<file path="config.mk">
export PLATFORM = sky130hd
export DESIGN_NAME = dao_output_control
export DESIGN_NICKNAME = d
export VERILOG_FILES = /design/src/verilog/dao_pkg.sv /design/src/verilog/dao_output_control.sv
export VERILOG_INCLUDE_DIRS = /design/src /design/src/verilog
export SDC_FILE = /design/constraint.sdc
export NUM_CORES = 1
export LEC_CHECK = 0
export BUFFER_PORTS_ARGS = -buffer_cell sky130_fd_sc_hd__buf_2
export CORE_MARGIN = 5
export CORE_UTILIZATION = 33
export DETAILED_ROUTE_END_ITERATION = 6
export PLACE_DENSITY_LB_ADDON = 0.2
export SLEW_MARGIN = 20
export SYNTH_ARGS = -nofsm -noshare
export SYNTH_HDL_FRONTEND = slang
export SYNTH_SLANG_ARGS = --single-unit
</file>
<file path="constraint.sdc">
create_clock -name clk_sys -period 2.6 [get_ports clk_sys]
set_input_delay 0.26 -clock clk_sys [delete_from_list [all_inputs] [get_ports clk_sys]]
set_output_delay 0.26 -clock clk_sys [all_outputs]
set_load 0.02 [all_outputs]
</file>
<file path="src/verilog/dao_defs.svh">
`ifndef DAO_DEFS_SVH
`define DAO_DEFS_SVH

`define DAO_WORD_W 14
`define DAO_SIGN_BIT 13
`define DAO_CODE_MAX 14'h3FFF
`define DAO_CODE_MIN 14'h0000
`define DAO_FIFO_DEPTH 8
`define DAO_FIFO_PTR_W 3

`define DAO_MODE_GND 2'h0
`define DAO_MODE_THIRD 2'h1
`define DAO_MODE_TWO_THIRDS 2'h2
`define DAO_MODE_VDD 2'h3

`define DAO_CLK_PERIOD_NS 100
`define DAO_NAP_WAKE_CYCLES 100
`define DAO_SLEEP_WAKE_US 2000
`define DAO_SLEEP_WAKE_CYCLES (`DAO_SLEEP_WAKE_US * 1000 / `DAO_CLK_PERIOD_NS)
`define DAO_WAKE_CNT_W 16

`endif

</file>
<file path="src/verilog/dao_pkg.sv">
`include "dao_defs.svh"

package dao_pkg;

  typedef struct packed {
    logic [`DAO_WORD_W-1:0] code;
    logic overHigh;
    logic overLow;
  } dao_core_type;

  typedef struct packed {
    logic [`DAO_WORD_W-1:0] word;
    logic overflow;
  } dao_sample_type;

  typedef enum logic [1:0] {
    CH_RUN,
    CH_NAP,
    CH_SLEEP,
    CH_WAKE
  } dao_chan_state_type;

endpackage

</file>
<file path="src/verilog/dao_output_control.sv">
`timescale 1ns/1ps
`include "dao_defs.svh"

////////////////////////////////////////////////////////////////////////////////
module dao_fifo #(
  parameter int WIDTH = 16,
  parameter int DEPTH = 8,
  parameter int PTR_W = 3
) (
  input wire logic clk_sys,
  input wire logic resetn,
  input wire logic inValid,
  output logic inReady,
  input wire logic [WIDTH-1:0] inData,
  output logic outValid,
  input wire logic outReady,
  output logic [WIDTH-1:0] outData
);
  logic [WIDTH-1:0] mem_q [DEPTH];
  logic [PTR_W-1:0] wrPtr_q, wrPtr_d, rdPtr_q, rdPtr_d;
  logic [PTR_W:0] count_q, count_d;
  logic push, pop;

  assign inReady = (count_q != (PTR_W+1)'(DEPTH));
  assign outValid = (count_q != '0);
  assign outData = mem_q[rdPtr_q];
  assign push = inValid && inReady;
  assign pop = outValid && outReady;

  always_comb begin
    wrPtr_d = push ? wrPtr_q + 1'b1 : wrPtr_q;
    rdPtr_d = pop ? rdPtr_q + 1'b1 : rdPtr_q;
    count_d = count_q;
    if (push && !pop) begin
      count_d = count_q + 1'b1;
    end else if (pop && !push) begin
      count_d = count_q - 1'b1;
    end
  end

  always_ff @(posedge clk_sys) begin
    if (!resetn) begin
      wrPtr_q <= '0;
      rdPtr_q <= '0;
      count_q <= '0;
    end else begin
      wrPtr_q <= wrPtr_d;
      rdPtr_q <= rdPtr_d;
      count_q <= count_d;
    end
  end

  // storage carries no reset, so it costs no reset routing
  always_ff @(posedge clk_sys) begin
    if (push) begin
      mem_q[wrPtr_q] <= inData;
    end
  end
endmodule

////////////////////////////////////////////////////////////////////////////////
module dao_output_control #(
  parameter int SLEEP_WAKE_CYCLES = `DAO_SLEEP_WAKE_CYCLES
) (
  input wire logic clk_sys,
  input wire logic resetn,
  input wire logic [1:0] modeLevel,
  input wire logic powerDownChanA,
  input wire logic powerDownChanB,
  input wire logic outputEnableNChanA,
  input wire logic outputEnableNChanB,
  input wire logic busSwapSelect,
  input wire dao_pkg::dao_core_type coreSampleA,
  input wire logic coreValidA,
  output logic coreReadyA,
  input wire dao_pkg::dao_core_type coreSampleB,
  input wire logic coreValidB,
  output logic coreReadyB,
  output logic [`DAO_WORD_W-1:0] firstBusWord,
  output logic overflowBusA,
  output logic firstBusOe,
  output logic [`DAO_WORD_W-1:0] secondBusWord,
  output logic overflowBusB,
  output logic secondBusOe,
  output logic twosComplement,
  output logic dcsEnable,
  output logic dataValidChanA,
  output logic dataValidChanB
);
  localparam int SAMPLE_W = $bits(dao_pkg::dao_core_type);

  function automatic dao_pkg::dao_sample_type formatSample(
    input dao_pkg::dao_core_type raw,
    input logic twos
  );
    dao_pkg::dao_sample_type s;
    s.word = raw.code;
    s.overflow = raw.overHigh || raw.overLow;
    if (raw.overHigh) begin
      s.word = `DAO_CODE_MAX;
    end else if (raw.overLow) begin
      s.word = `DAO_CODE_MIN;
    end
    if (twos) begin
      s.word[`DAO_SIGN_BIT] = ~s.word[`DAO_SIGN_BIT];
    end
    return s;
  endfunction

  function automatic logic isActive(input dao_pkg::dao_chan_state_type st);
    return (st == dao_pkg::CH_RUN) || (st == dao_pkg::CH_WAKE);
  endfunction

  //////////////////////////////////////////////////////////////////////////////
  // mode decode: one pair of flags serves both channels
  logic twos_q, twos_d, dcs_q, dcs_d;

  always_comb begin
    twos_d = (modeLevel == `DAO_MODE_TWO_THIRDS) || (modeLevel == `DAO_MODE_VDD);
    dcs_d = (modeLevel == `DAO_MODE_THIRD) || (modeLevel == `DAO_MODE_TWO_THIRDS);
  end

  always_ff @(posedge clk_sys) begin
    if (!resetn) begin
      twos_q <= 1'b0;
      dcs_q <= 1'b0;
    end else begin
      twos_q <= twos_d;
      dcs_q <= dcs_d;
    end
  end

  assign twosComplement = twos_q;
  assign dcsEnable = dcs_q;

  //////////////////////////////////////////////////////////////////////////////
  // per-channel input buffers; while the channel is down they take up to 8 samples, then stall the core
  logic [1:0] pd, oeN, coreValid, coreReady, fifoValid, fifoReady, pop;
  dao_pkg::dao_core_type coreIn [2];
  dao_pkg::dao_core_type fifoOut [2];

  assign pd = {powerDownChanB, powerDownChanA};
  assign oeN = {outputEnableNChanB, outputEnableNChanA};
  assign coreValid = {coreValidB, coreValidA};
  assign coreIn[0] = coreSampleA;
  assign coreIn[1] = coreSampleB;
  assign coreReadyA = coreReady[0];
  assign coreReadyB = coreReady[1];

  for (genvar g = 0; g < 2; g++) begin : gChan
    dao_fifo #(
      .WIDTH(SAMPLE_W),
      .DEPTH(`DAO_FIFO_DEPTH),
      .PTR_W(`DAO_FIFO_PTR_W)
    ) uFifo (
      .clk_sys(clk_sys),
      .resetn(resetn),
      .inValid(coreValid[g]),
      .inReady(coreReady[g]),
      .inData(coreIn[g]),
      .outValid(fifoValid[g]),
      .outReady(fifoReady[g]),
      .outData(fifoOut[g])
    );
  end

  //////////////////////////////////////////////////////////////////////////////
  // channel power state, wake timing and output word
  dao_pkg::dao_chan_state_type state_q [2];
  dao_pkg::dao_chan_state_type state_d [2];
  logic [`DAO_WAKE_CNT_W-1:0] wake_q [2];
  logic [`DAO_WAKE_CNT_W-1:0] wake_d [2];
  dao_pkg::dao_sample_type chan_q [2];
  dao_pkg::dao_sample_type chan_d [2];
  logic [1:0] drive_q, drive_d, valid_q, valid_d;

  always_comb begin
    for (int i = 0; i < 2; i++) begin
      state_d[i] = state_q[i];
      wake_d[i] = wake_q[i];
      case (state_q[i])
        dao_pkg::CH_RUN, dao_pkg::CH_WAKE: begin
          if (pd[i]) begin
            state_d[i] = oeN[i] ? dao_pkg::CH_SLEEP : dao_pkg::CH_NAP;
          end else if (state_q[i] == dao_pkg::CH_WAKE) begin
            if (wake_q[i] == '0) begin
              state_d[i] = dao_pkg::CH_RUN;
            end else begin
              wake_d[i] = wake_q[i] - 1'b1;
            end
          end
        end
        dao_pkg::CH_NAP: begin
          if (!pd[i]) begin
            state_d[i] = dao_pkg::CH_WAKE;
            wake_d[i] = `DAO_WAKE_CNT_W'(`DAO_NAP_WAKE_CYCLES - 1);
          end else if (oeN[i]) begin
            state_d[i] = dao_pkg::CH_SLEEP;
          end
        end
        dao_pkg::CH_SLEEP: begin
          // a sleep-to-nap move keeps the short nap recovery; the pins select the mode
          if (!pd[i]) begin
            state_d[i] = dao_pkg::CH_WAKE;
            wake_d[i] = `DAO_WAKE_CNT_W'(SLEEP_WAKE_CYCLES - 1);
          end else if (!oeN[i]) begin
            state_d[i] = dao_pkg::CH_NAP;
          end
        end
        default: begin
          state_d[i] = dao_pkg::CH_RUN;
        end
      endcase
      // converting channels keep draining even with outputs off
      fifoReady[i] = isActive(state_q[i]);
      pop[i] = fifoReady[i] && fifoValid[i];
      chan_d[i] = pop[i] ? formatSample(fifoOut[i], twos_q) : chan_q[i];
      drive_d[i] = isActive(state_d[i]) && !oeN[i];
      valid_d[i] = (state_d[i] == dao_pkg::CH_RUN);
    end
  end

  always_ff @(posedge clk_sys) begin
    for (int i = 0; i < 2; i++) begin
      if (!resetn) begin
        state_q[i] <= dao_pkg::CH_RUN;
        wake_q[i] <= '0;
        chan_q[i] <= '0;
        drive_q[i] <= 1'b0;
        valid_q[i] <= 1'b0;
      end else begin
        state_q[i] <= state_d[i];
        wake_q[i] <= wake_d[i];
        chan_q[i] <= chan_d[i];
        drive_q[i] <= drive_d[i];
        valid_q[i] <= valid_d[i];
      end
    end
  end

  assign dataValidChanA = valid_q[0];
  assign dataValidChanB = valid_q[1];

  //////////////////////////////////////////////////////////////////////////////
  // bus swap: word, flag and enable of a channel always move as one
  dao_pkg::dao_sample_type first_q, first_d, second_q, second_d;
  logic firstOe_q, firstOe_d, secondOe_q, secondOe_d;

  always_comb begin
    first_d = busSwapSelect ? chan_q[0] : chan_q[1];
    second_d = busSwapSelect ? chan_q[1] : chan_q[0];
    firstOe_d = busSwapSelect ? drive_q[0] : drive_q[1];
    secondOe_d = busSwapSelect ? drive_q[1] : drive_q[0];
  end

  always_ff @(posedge clk_sys) begin
    if (!resetn) begin
      first_q <= '0;
      second_q <= '0;
      firstOe_q <= 1'b0;
      secondOe_q <= 1'b0;
    end else begin
      first_q <= first_d;
      second_q <= second_d;
      firstOe_q <= firstOe_d;
      secondOe_q <= secondOe_d;
    end
  end

  assign firstBusWord = first_q.word;
  assign overflowBusA = first_q.overflow;
  assign firstBusOe = firstOe_q;
  assign secondBusWord = second_q.word;
  assign overflowBusB = second_q.overflow;
  assign secondBusOe = secondOe_q;
endmodule

</file>
==> results of run 1 <==
placed cells by master, fill, tap and decap left out, types with 15 or more instances in the layout:
master,count
mux2_2,26
inv_1,21
nor3_1,15
dfxtp_1,125
buf_2,80
nand2b_1,16
mux2i_1,44
clkbuf_16,45
or3_1,17
edfxtp_1,256
a21oi_1,63
dlygate4sd3_1,36
ha_1,22
nand2_1,49
buf_4,57
mux4_2,64
o21ai_0,49
nor2_1,117
final cells by class:
cell class,count,area (µm²)
repair buffers,175,1230
well taps,607,759
flip-flops and latches,386,10300
inverters,24,90.1
clock inverters,16,139
fillers,4316,27800
multi-input cells,612,4950
clock buffers,65,1280
diodes,1,2.50
per-layer routing:
metal  track usage  routed length (µm)  part of all wire  up-vias
li1              -                   -                 -     4443
met5             0                   0                 0        -
met1         0.187               16100              0.46     4572
met4        0.0310                 610             0.017        0
met3        0.0300                1460             0.042       45
met2         0.220               16800              0.48      160
flip-flops by register name (all words and copies together) (netlist names), 2 cells and up, named ones only:
name,count
firstBusWord,14
gChan.uFifo.count_q,8
gChan.uFifo.mem_q,256
drive_q,2
state_q,4
gChan.uFifo.wrPtr_q,6
chan_q,30
secondBusWord,14
valid_q,2
gChan.uFifo.rdPtr_q,6
wake_q,32
where the power goes:
group          switching (µW)  internal (µW)
clock                    2500           3470
sequential                586           7390
combinational            4170           3190
repair_timing:
action                     CTS  global route
hold buffers                36             0
resized for setup            0             2
setup endpoints to repair    0             2
hold endpoints to repair   259             0
final timing paths:
| kind | from | end | slack (ns) | cells past startpoint |
|---|---|---|---|---|
| max | gChan[1].uFifo.count_q[1]$_SDFFE_PN0P_ | gChan[1].uFifo.count_q[3]$_SDFFE_PN0P_ | 0.15 | 11 |
| min | modeLevel[0] | twosComplement$_SDFF_PN0_ | 0.08 | 4 |
| max reg2reg | gChan[1].uFifo.count_q[1]$_SDFFE_PN0P_ | gChan[1].uFifo.count_q[3]$_SDFFE_PN0P_ | 0.15 | 11 |
| min reg2reg | wake_q[0][9]$_SDFFE_PN0P_ | wake_q[0][9]$_SDFFE_PN0P_ | 0.48 | 2 |
worst reg2reg max path, cell delays in order (launching register included):
cell	delay (ns)
dfxtp_1	0.34
or3_1	0.35
o21a_1	0.19
inv_1	0.06
ha_1	0.19
inv_2	0.07
ha_1	0.30
a21o_1	0.19
a21oi_2	0.16
xnor2_1	0.08
or3_1	0.31
a21oi_1	0.14
cell families (layout without fill, tap and decap cells):
logic type / count (synthesis) / count (layout) / share of synthesized area
fa+ha+maj: 28 / 28 / 0.0230
buf+inv: 82 / 280 / 0.0204
flops: 386 / 386 / 0.663
mux: 134 / 134 / 0.140
simple gates: 255 / 255 / 0.0767
other cells: 0 / 1 / 0
xor+xnor: 12 / 12 / 0.00677
compound gates: 183 / 183 / 0.0704
through the flow:
step / setup WS (ns) / total power, µW / area (µm²) / util / std cells
3_5_place_dp: 0.143 / 15500 / 17000 / 0.364 / 1768
4_1_cts: 0.141 / 21600 / 18700 / 0.403 / 1885
5_1_grt: -0.00461 / 22700 / 18800 / 0.403 / 1885
3_3_place_gp: 0.213 / 15400 / 17000 / 0.364 / 1768
6_report: 0.152 / 21300 / 18800 / 0.403 / 1886
2_1_floorplan: 0.0184 / 13400 / 15600 / - / 1080
synthesized netlist by cell type, types with 3 or more instances:
cell type / instances / share of area
nor2b_1: 6 / 0.0024
buf_2: 7 / 0.0023
a31oi_1: 7 / 0.0028
mux2i_1: 44 / 0.028
edfxtp_1: 256 / 0.50
inv_1: 23 / 0.0056
o21ai_0: 49 / 0.016
mux4_2: 64 / 0.093
or3_1: 17 / 0.0068
o32ai_1: 5 / 0.0028
a311oi_1: 3 / 0.0017
maj3_1: 3 / 0.0019
nand3_1: 5 / 0.0016
nor3_1: 19 / 0.0061
o22ai_1: 5 / 0.0020
o211ai_1: 3 / 0.0015
ha_1: 23 / 0.019
nor2_1: 117 / 0.028
a21oi_1: 65 / 0.021
nand4_1: 7 / 0.0028
a21o_1: 8 / 0.0039
mux2_2: 26 / 0.019
o21a_1: 3 / 0.0015
o31a_1: 3 / 0.0017
dfxtp_1: 130 / 0.17
clkbuf_1: 44 / 0.011
or4_1: 4 / 0.0019
xor2_1: 6 / 0.0034
buf_1: 7 / 0.0017
a21boi_0: 3 / 0.0015
xnor2_1: 6 / 0.0034
nand2b_1: 16 / 0.0064
nor4_1: 4 / 0.0016
o21ai_1: 11 / 0.0035
nand2_1: 49 / 0.012
==> impl_metrics.csv, run 1 <==
group,metric,value,unit
floorplanning,initial_core_util,0.334,
timing,fin_hold_ws,0.0763,ns
synth,ys_seq_area_frac,0.663,
timing,finalSetupViolations,0,
floorplanning,coreArea,46600,µm²
layout,area_delta_synth_final,20.8,%
setup_path,path_buf_inv,2,
worst_hold_path,hold_class,"in2reg",
layout,fin_nets,1311,
pwr,max-vdd-ir-drop,0.695,mV
setup_path,critPathMaxFanout,5,
detailed_routing,drt_first_pass_iters,4,
detailed_routing,first_iter_violations,505,
setup_path,crit_arrival,2.94,ns
clock_tree,root_buffer,"clkbuf_16",
floorplanning,num_rows,79,
clock_tree,h-tree-depth,2,
detailed_routing,drc,0,
clock_tree,cts_setup_buffers,0,
floorplanning,fp.dieW,227,µm
timing,fin_crit,2.45,ns
synth,async_flop_share,0,
detailed_routing,num_vias,9220,
floorplanning,die_h,227,µm
floorplanning,ioPinCount,81,
timing,fin_setup_tns,0,ns
pwr,leakagePower,0.00674,µW
synth,synthFlopType,"edfxtp_1",
detailed_routing,wl_per_cell,18.6,µm
clock_tree,clkTransAtPathRegs,0.06,ns
global_routing,grt_usage,0.135,
timing,finalHoldViolations,0,
setup_path,critical_path_class,"reg2reg",
run_status,run_status,"complete, no violations",
clock_tree,cts_buffers,44,
timing,fin_skew,0.0162,ns
synth,syn-num-nets,1148,
setup_path,cp_data_required_time,3.10,ns
clock_tree,clk_latency,0.58,ns
detailed_routing,drt_wl_total,35000,µm
detailed_routing,ant_nets,0,
timing,tightest_slew,0.634,ns
place,place_hpwl,22400,µm
clock_tree,cts_tree,"built",
global_routing,grt_max_degree,62,
clock_tree,clockBufferDepth,3,
synth,synth-edff-count,256,
synth,syn_avg_cell_area,14.4,µm²
synth,syn_area,15500,µm²
clock_tree,cts.sinks,386,
timing,fmax,0.409,GHz
synth,ys_ff_latch,386,
place,gp_congestion,0.794,
synth,synthDistinctLibCells,58,
setup_path,cp_slowest_stage_delay,0.35,ns
setup_path,endpoint_kind,"register",
global_routing,grt_pass1_wl,54300,µm
synth,synthCells,1080,
global_routing,first_global_vias,9321,
floorplanning,dieArea,51500,µm²
setup_path,critPathSlowestCell,"or3_1",
pwr,powerDensity,1140,nW/µm²
global_routing,antenna_found_initial,1,
flow_run,drv_cap,0,
timing,drv_slew,0,
place,port_buffers,80,
global_routing,grt_overflow_total,0,
setup_path,startpoint_type,"register",
detailed_routing,vias_per_cell,4.89,
timing,finalCritPeriodShare,0.942,
timing,relSlewSlack,0.577,
setup_path,path_cells,"or3_1 > o21a_1 > inv_1 > ha_1 > inv_2 > ha_1 > a21o_1 > a21oi_2 > xnor2_1 > or3_1 > a21oi_1",
layout,drive_gt1_frac,0.249,
synth,ys_warn_count,0,
setup_path,cp_top_family,"compound AO/OA/AOI/OAI gates",
Power figures use the tool's default switching activity.
==> run 2, diff against run 1 <==
==> constraint.sdc (replaced) <==
create_clock -name clk_sys -period 2.5 [get_ports clk_sys]
set_input_delay 0.25 -clock clk_sys [delete_from_list [all_inputs] [get_ports clk_sys]]
set_output_delay 0.25 -clock clk_sys [all_outputs]
set_load 0.02 [all_outputs]
==> run 2 against run 1 <==
  * Design area rose by 0.14%
  * Critical path type unchanged
  * Critical endpoint unchanged
  * Core utilization up 0.056 points
  * Register-to-register slack is essentially flat
  * Global-route usage up 0.25 points
  * Clock skew rose by 0.0023 ns
  * Sequential power rose by 4.8%
  * Count of clock-buffer cells in the layout shrank 8
  * Critical path depth unchanged
  * Combinational power grew 5.2%
  * Clock power rose by 5.9%
  * Power increased by 5.2%
  * Final cell count decreased by 0.32%
==> impl_metrics.csv, run 2 (same netlist as run 1, synthesis figures left out) <==
group,metric,value,unit
floorplanning,dieArea,51500,µm²
layout,num_antenna_cells,0,
layout,fin_nets,1308,
layout,largestRegisters,"gChan.uFifo.mem_q (256), wake_q (32), chan_q (30)",
global_routing,grt_overflow_total,0,
place,port_buffers,80,
global_routing,first_global_vias,9539,
layout,largest-register,"gChan.uFifo.mem_q",
setup_path,endpoint_kind,"register",
floorplanning,initial_core_util,0.334,
place,place_ws,0.124,ns
detailed_routing,num_vias,9227,
flow_run,drv_cap,0,
setup_path,critPathSlowestCell,"dfxtp_4",
floorplanning,die_h,227,µm
place,dp.cells,1764,
layout,drive_gt1_frac,0.249,
setup_path,path_cells,"or3_1 > o21a_1 > inv_1 > ha_2 > inv_2 > ha_4 > a21o_1 > a21oi_2 > xnor2_1 > or3_1 > a21oi_1",
layout,final_util,0.403,
timing,relSlewSlack,0.532,
worst_hold_path,hold_class,"in2reg",
setup_path,cp_slowest_stage_delay,0.36,ns
floorplanning,num_rows,79,
place,gp_congestion,0.795,
run_status,run_status,"complete, no violations",
global_routing,grt_usage,0.138,
detailed_routing,drt_wl_total,35300,µm
clock_tree,cts_tree,"built",
clock_tree,clockBufferDepth,3,
setup_path,startpoint,"gChan[1].uFifo.count_q[1]$_SDFFE_PN0P_",
setup_path,rr_worst_depth,11,
detailed_routing,wl_per_cell,18.8,µm
timing,drv_slew,0,
setup_path,r2r-end,"gChan[1].uFifo.count_q[3]$_SDFFE_PN0P_",
layout,final_cell_mix,"256 x edfxtp_1, 124 x dfxtp_1, 117 x nor2_1, 80 x buf_2, 64 x mux4_2",
clock_tree,clk_latency,0.56,ns
pwr,leakagePower,0.00673,µW
layout,final_common_cell,"edfxtp_1",
clock_tree,cts.sinks,386,
clock_tree,clkTransAtPathRegs,0.06,ns
detailed_routing,drc,0,
pwr,powerDensity,1190,nW/µm²
setup_path,startpoint_type,"register",
floorplanning,fp.dieW,227,µm
global_routing,grt_pass1_wl,55200,µm
timing,timing.final.ws_setup,0.140,ns
setup_path,cp_data_required_time,2.99,ns
detailed_routing,drt_first_pass_iters,5,
setup_path,critPathMaxFanout,5,
timing,grt_setup_unrepaired,"yes",
timing,fin_skew,0.0185,ns
layout,final_cells,1880,
timing,finalHoldViolations,0,
layout,n_fill_cell,4337,
setup_path,crit_end,"gChan[1].uFifo.count_q[3]$_SDFFE_PN0P_",
detailed_routing,first_iter_violations,550,
timing,fmax,0.424,GHz
setup_path,crit_arrival,2.85,ns
pwr,max-vdd-ir-drop,0.544,mV
timing,tightest_slew,0.703,ns
timing,finalSetupViolations,0,
detailed_routing,ant_nets,0,
timing,finalCritPeriodShare,0.944,
clock_tree,h-tree-depth,2,
layout,area_delta_synth_final,20.9,%
global_routing,antenna_found_initial,0,
floorplanning,coreArea,46600,µm²
clock_tree,cts_buffers,44,
setup_path,cp_common_cell,"or3_1",
timing,fin_crit,2.36,ns
place,place_hpwl,22500,µm
layout,largest_register_ffs,256,
setup_path,critical_path_class,"reg2reg",
setup_path,rr_startpoint,"gChan[1].uFifo.count_q[1]$_SDFFE_PN0P_",
clock_tree,root_buffer,"clkbuf_16",
floorplanning,ioPinCount,81,
setup_path,r2r_slack,0.14,ns
detailed_routing,vias_per_cell,4.91,
global_routing,grt_max_degree,62,
[run 2: cell count changes in the layout (fill, tap and decap cells not counted), sizes merged]
| cell | before | now |
|---|---|---|
| clkinv | 11 | 15 |
| clkinvlp | 2 | 1 |
| diode | 1 | 0 |
| buf | 139 | 137 |
| dlygate4sd3 | 36 | 35 |
| bufinv | 0 | 4 |
| clkbuf | 65 | 57 |
| inv | 27 | 26 |
[run 2: cell type report]
class | instances | area (µm²) | area share
clock buffer | 57 | 1200 | 0.0639
clock inverter | 22 | 230 | 0.0123
inverter | 24 | 90.1 | 0.00480
multi-input combinational | 612 | 4970 | 0.265
sequential | 386 | 10300 | 0.548
tap | 607 | 759 | 0.0404
timing repair buffer | 172 | 1230 | 0.0654
[run 2: report_power, final]
| part | internal [µW] | switching [µW] |
|---|---|---|
| logic | 3400 | 4340 |
| clock network | 3800 | 2520 |
| registers | 7690 | 663 |
| total | 14900 | 7520 |
[run 2: worst min-delay path by stage]
stage | startpoint | endpoint | cells past startpoint
floorplan | outputEnableNChanA | drive_q[0]$_SDFF_PN0_ | 1
global placement | wake_q[0][6]$_SDFFE_PN0P_ | wake_q[0][6]$_SDFFE_PN0P_ | 2
detailed placement | wake_q[0][9]$_SDFFE_PN0P_ | wake_q[0][9]$_SDFFE_PN0P_ | 2
CTS | modeLevel[0] | dcsEnable$_SDFF_PN0_ | 4
global route | modeLevel[0] | dcsEnable$_SDFF_PN0_ | 4
finish | modeLevel[0] | dcsEnable$_SDFF_PN0_ | 4
[run 2: repair_timing]
action	CTS	global route
endpoints found under the hold margin	259	0
hold buffers	35	0
endpoints found under the setup margin	0	3
resized for setup	0	5
setup buffers	0	2
[run 2: stage by stage]
step,instance area [µm²],total power (µW),setup TNS (ns),hold slack (ns)
global route,18800,23900,-0.0250,0.0343
finish,18800,22400,0,0.0538
global placement,17000,16100,0,0.466
detailed placement,17000,16200,0,0.469
CTS,18700,22700,0,0.0194
floorplan,15600,14000,-0.0459,0.328
[run 2: metal layers]
metal,global-route usage,vias up,share of wire
met4,0.0363,0,0.021
met5,0,-,0
met1,0.188,4599,0.45
met3,0.0263,56,0.039
li1,-,4424,-
met2,0.229,148,0.49
[run 2: critical path: cells and delay by family, from the launching register on]
family	cells	cell delay, ns
AO/OA/AOI/OAI	4	0.65
flip-flops	1	0.36
adder cells (fa/ha/maj)	2	0.41
AND/OR/NAND/NOR	2	0.64
XOR/XNOR	1	0.10
buffers and inverters	2	0.13
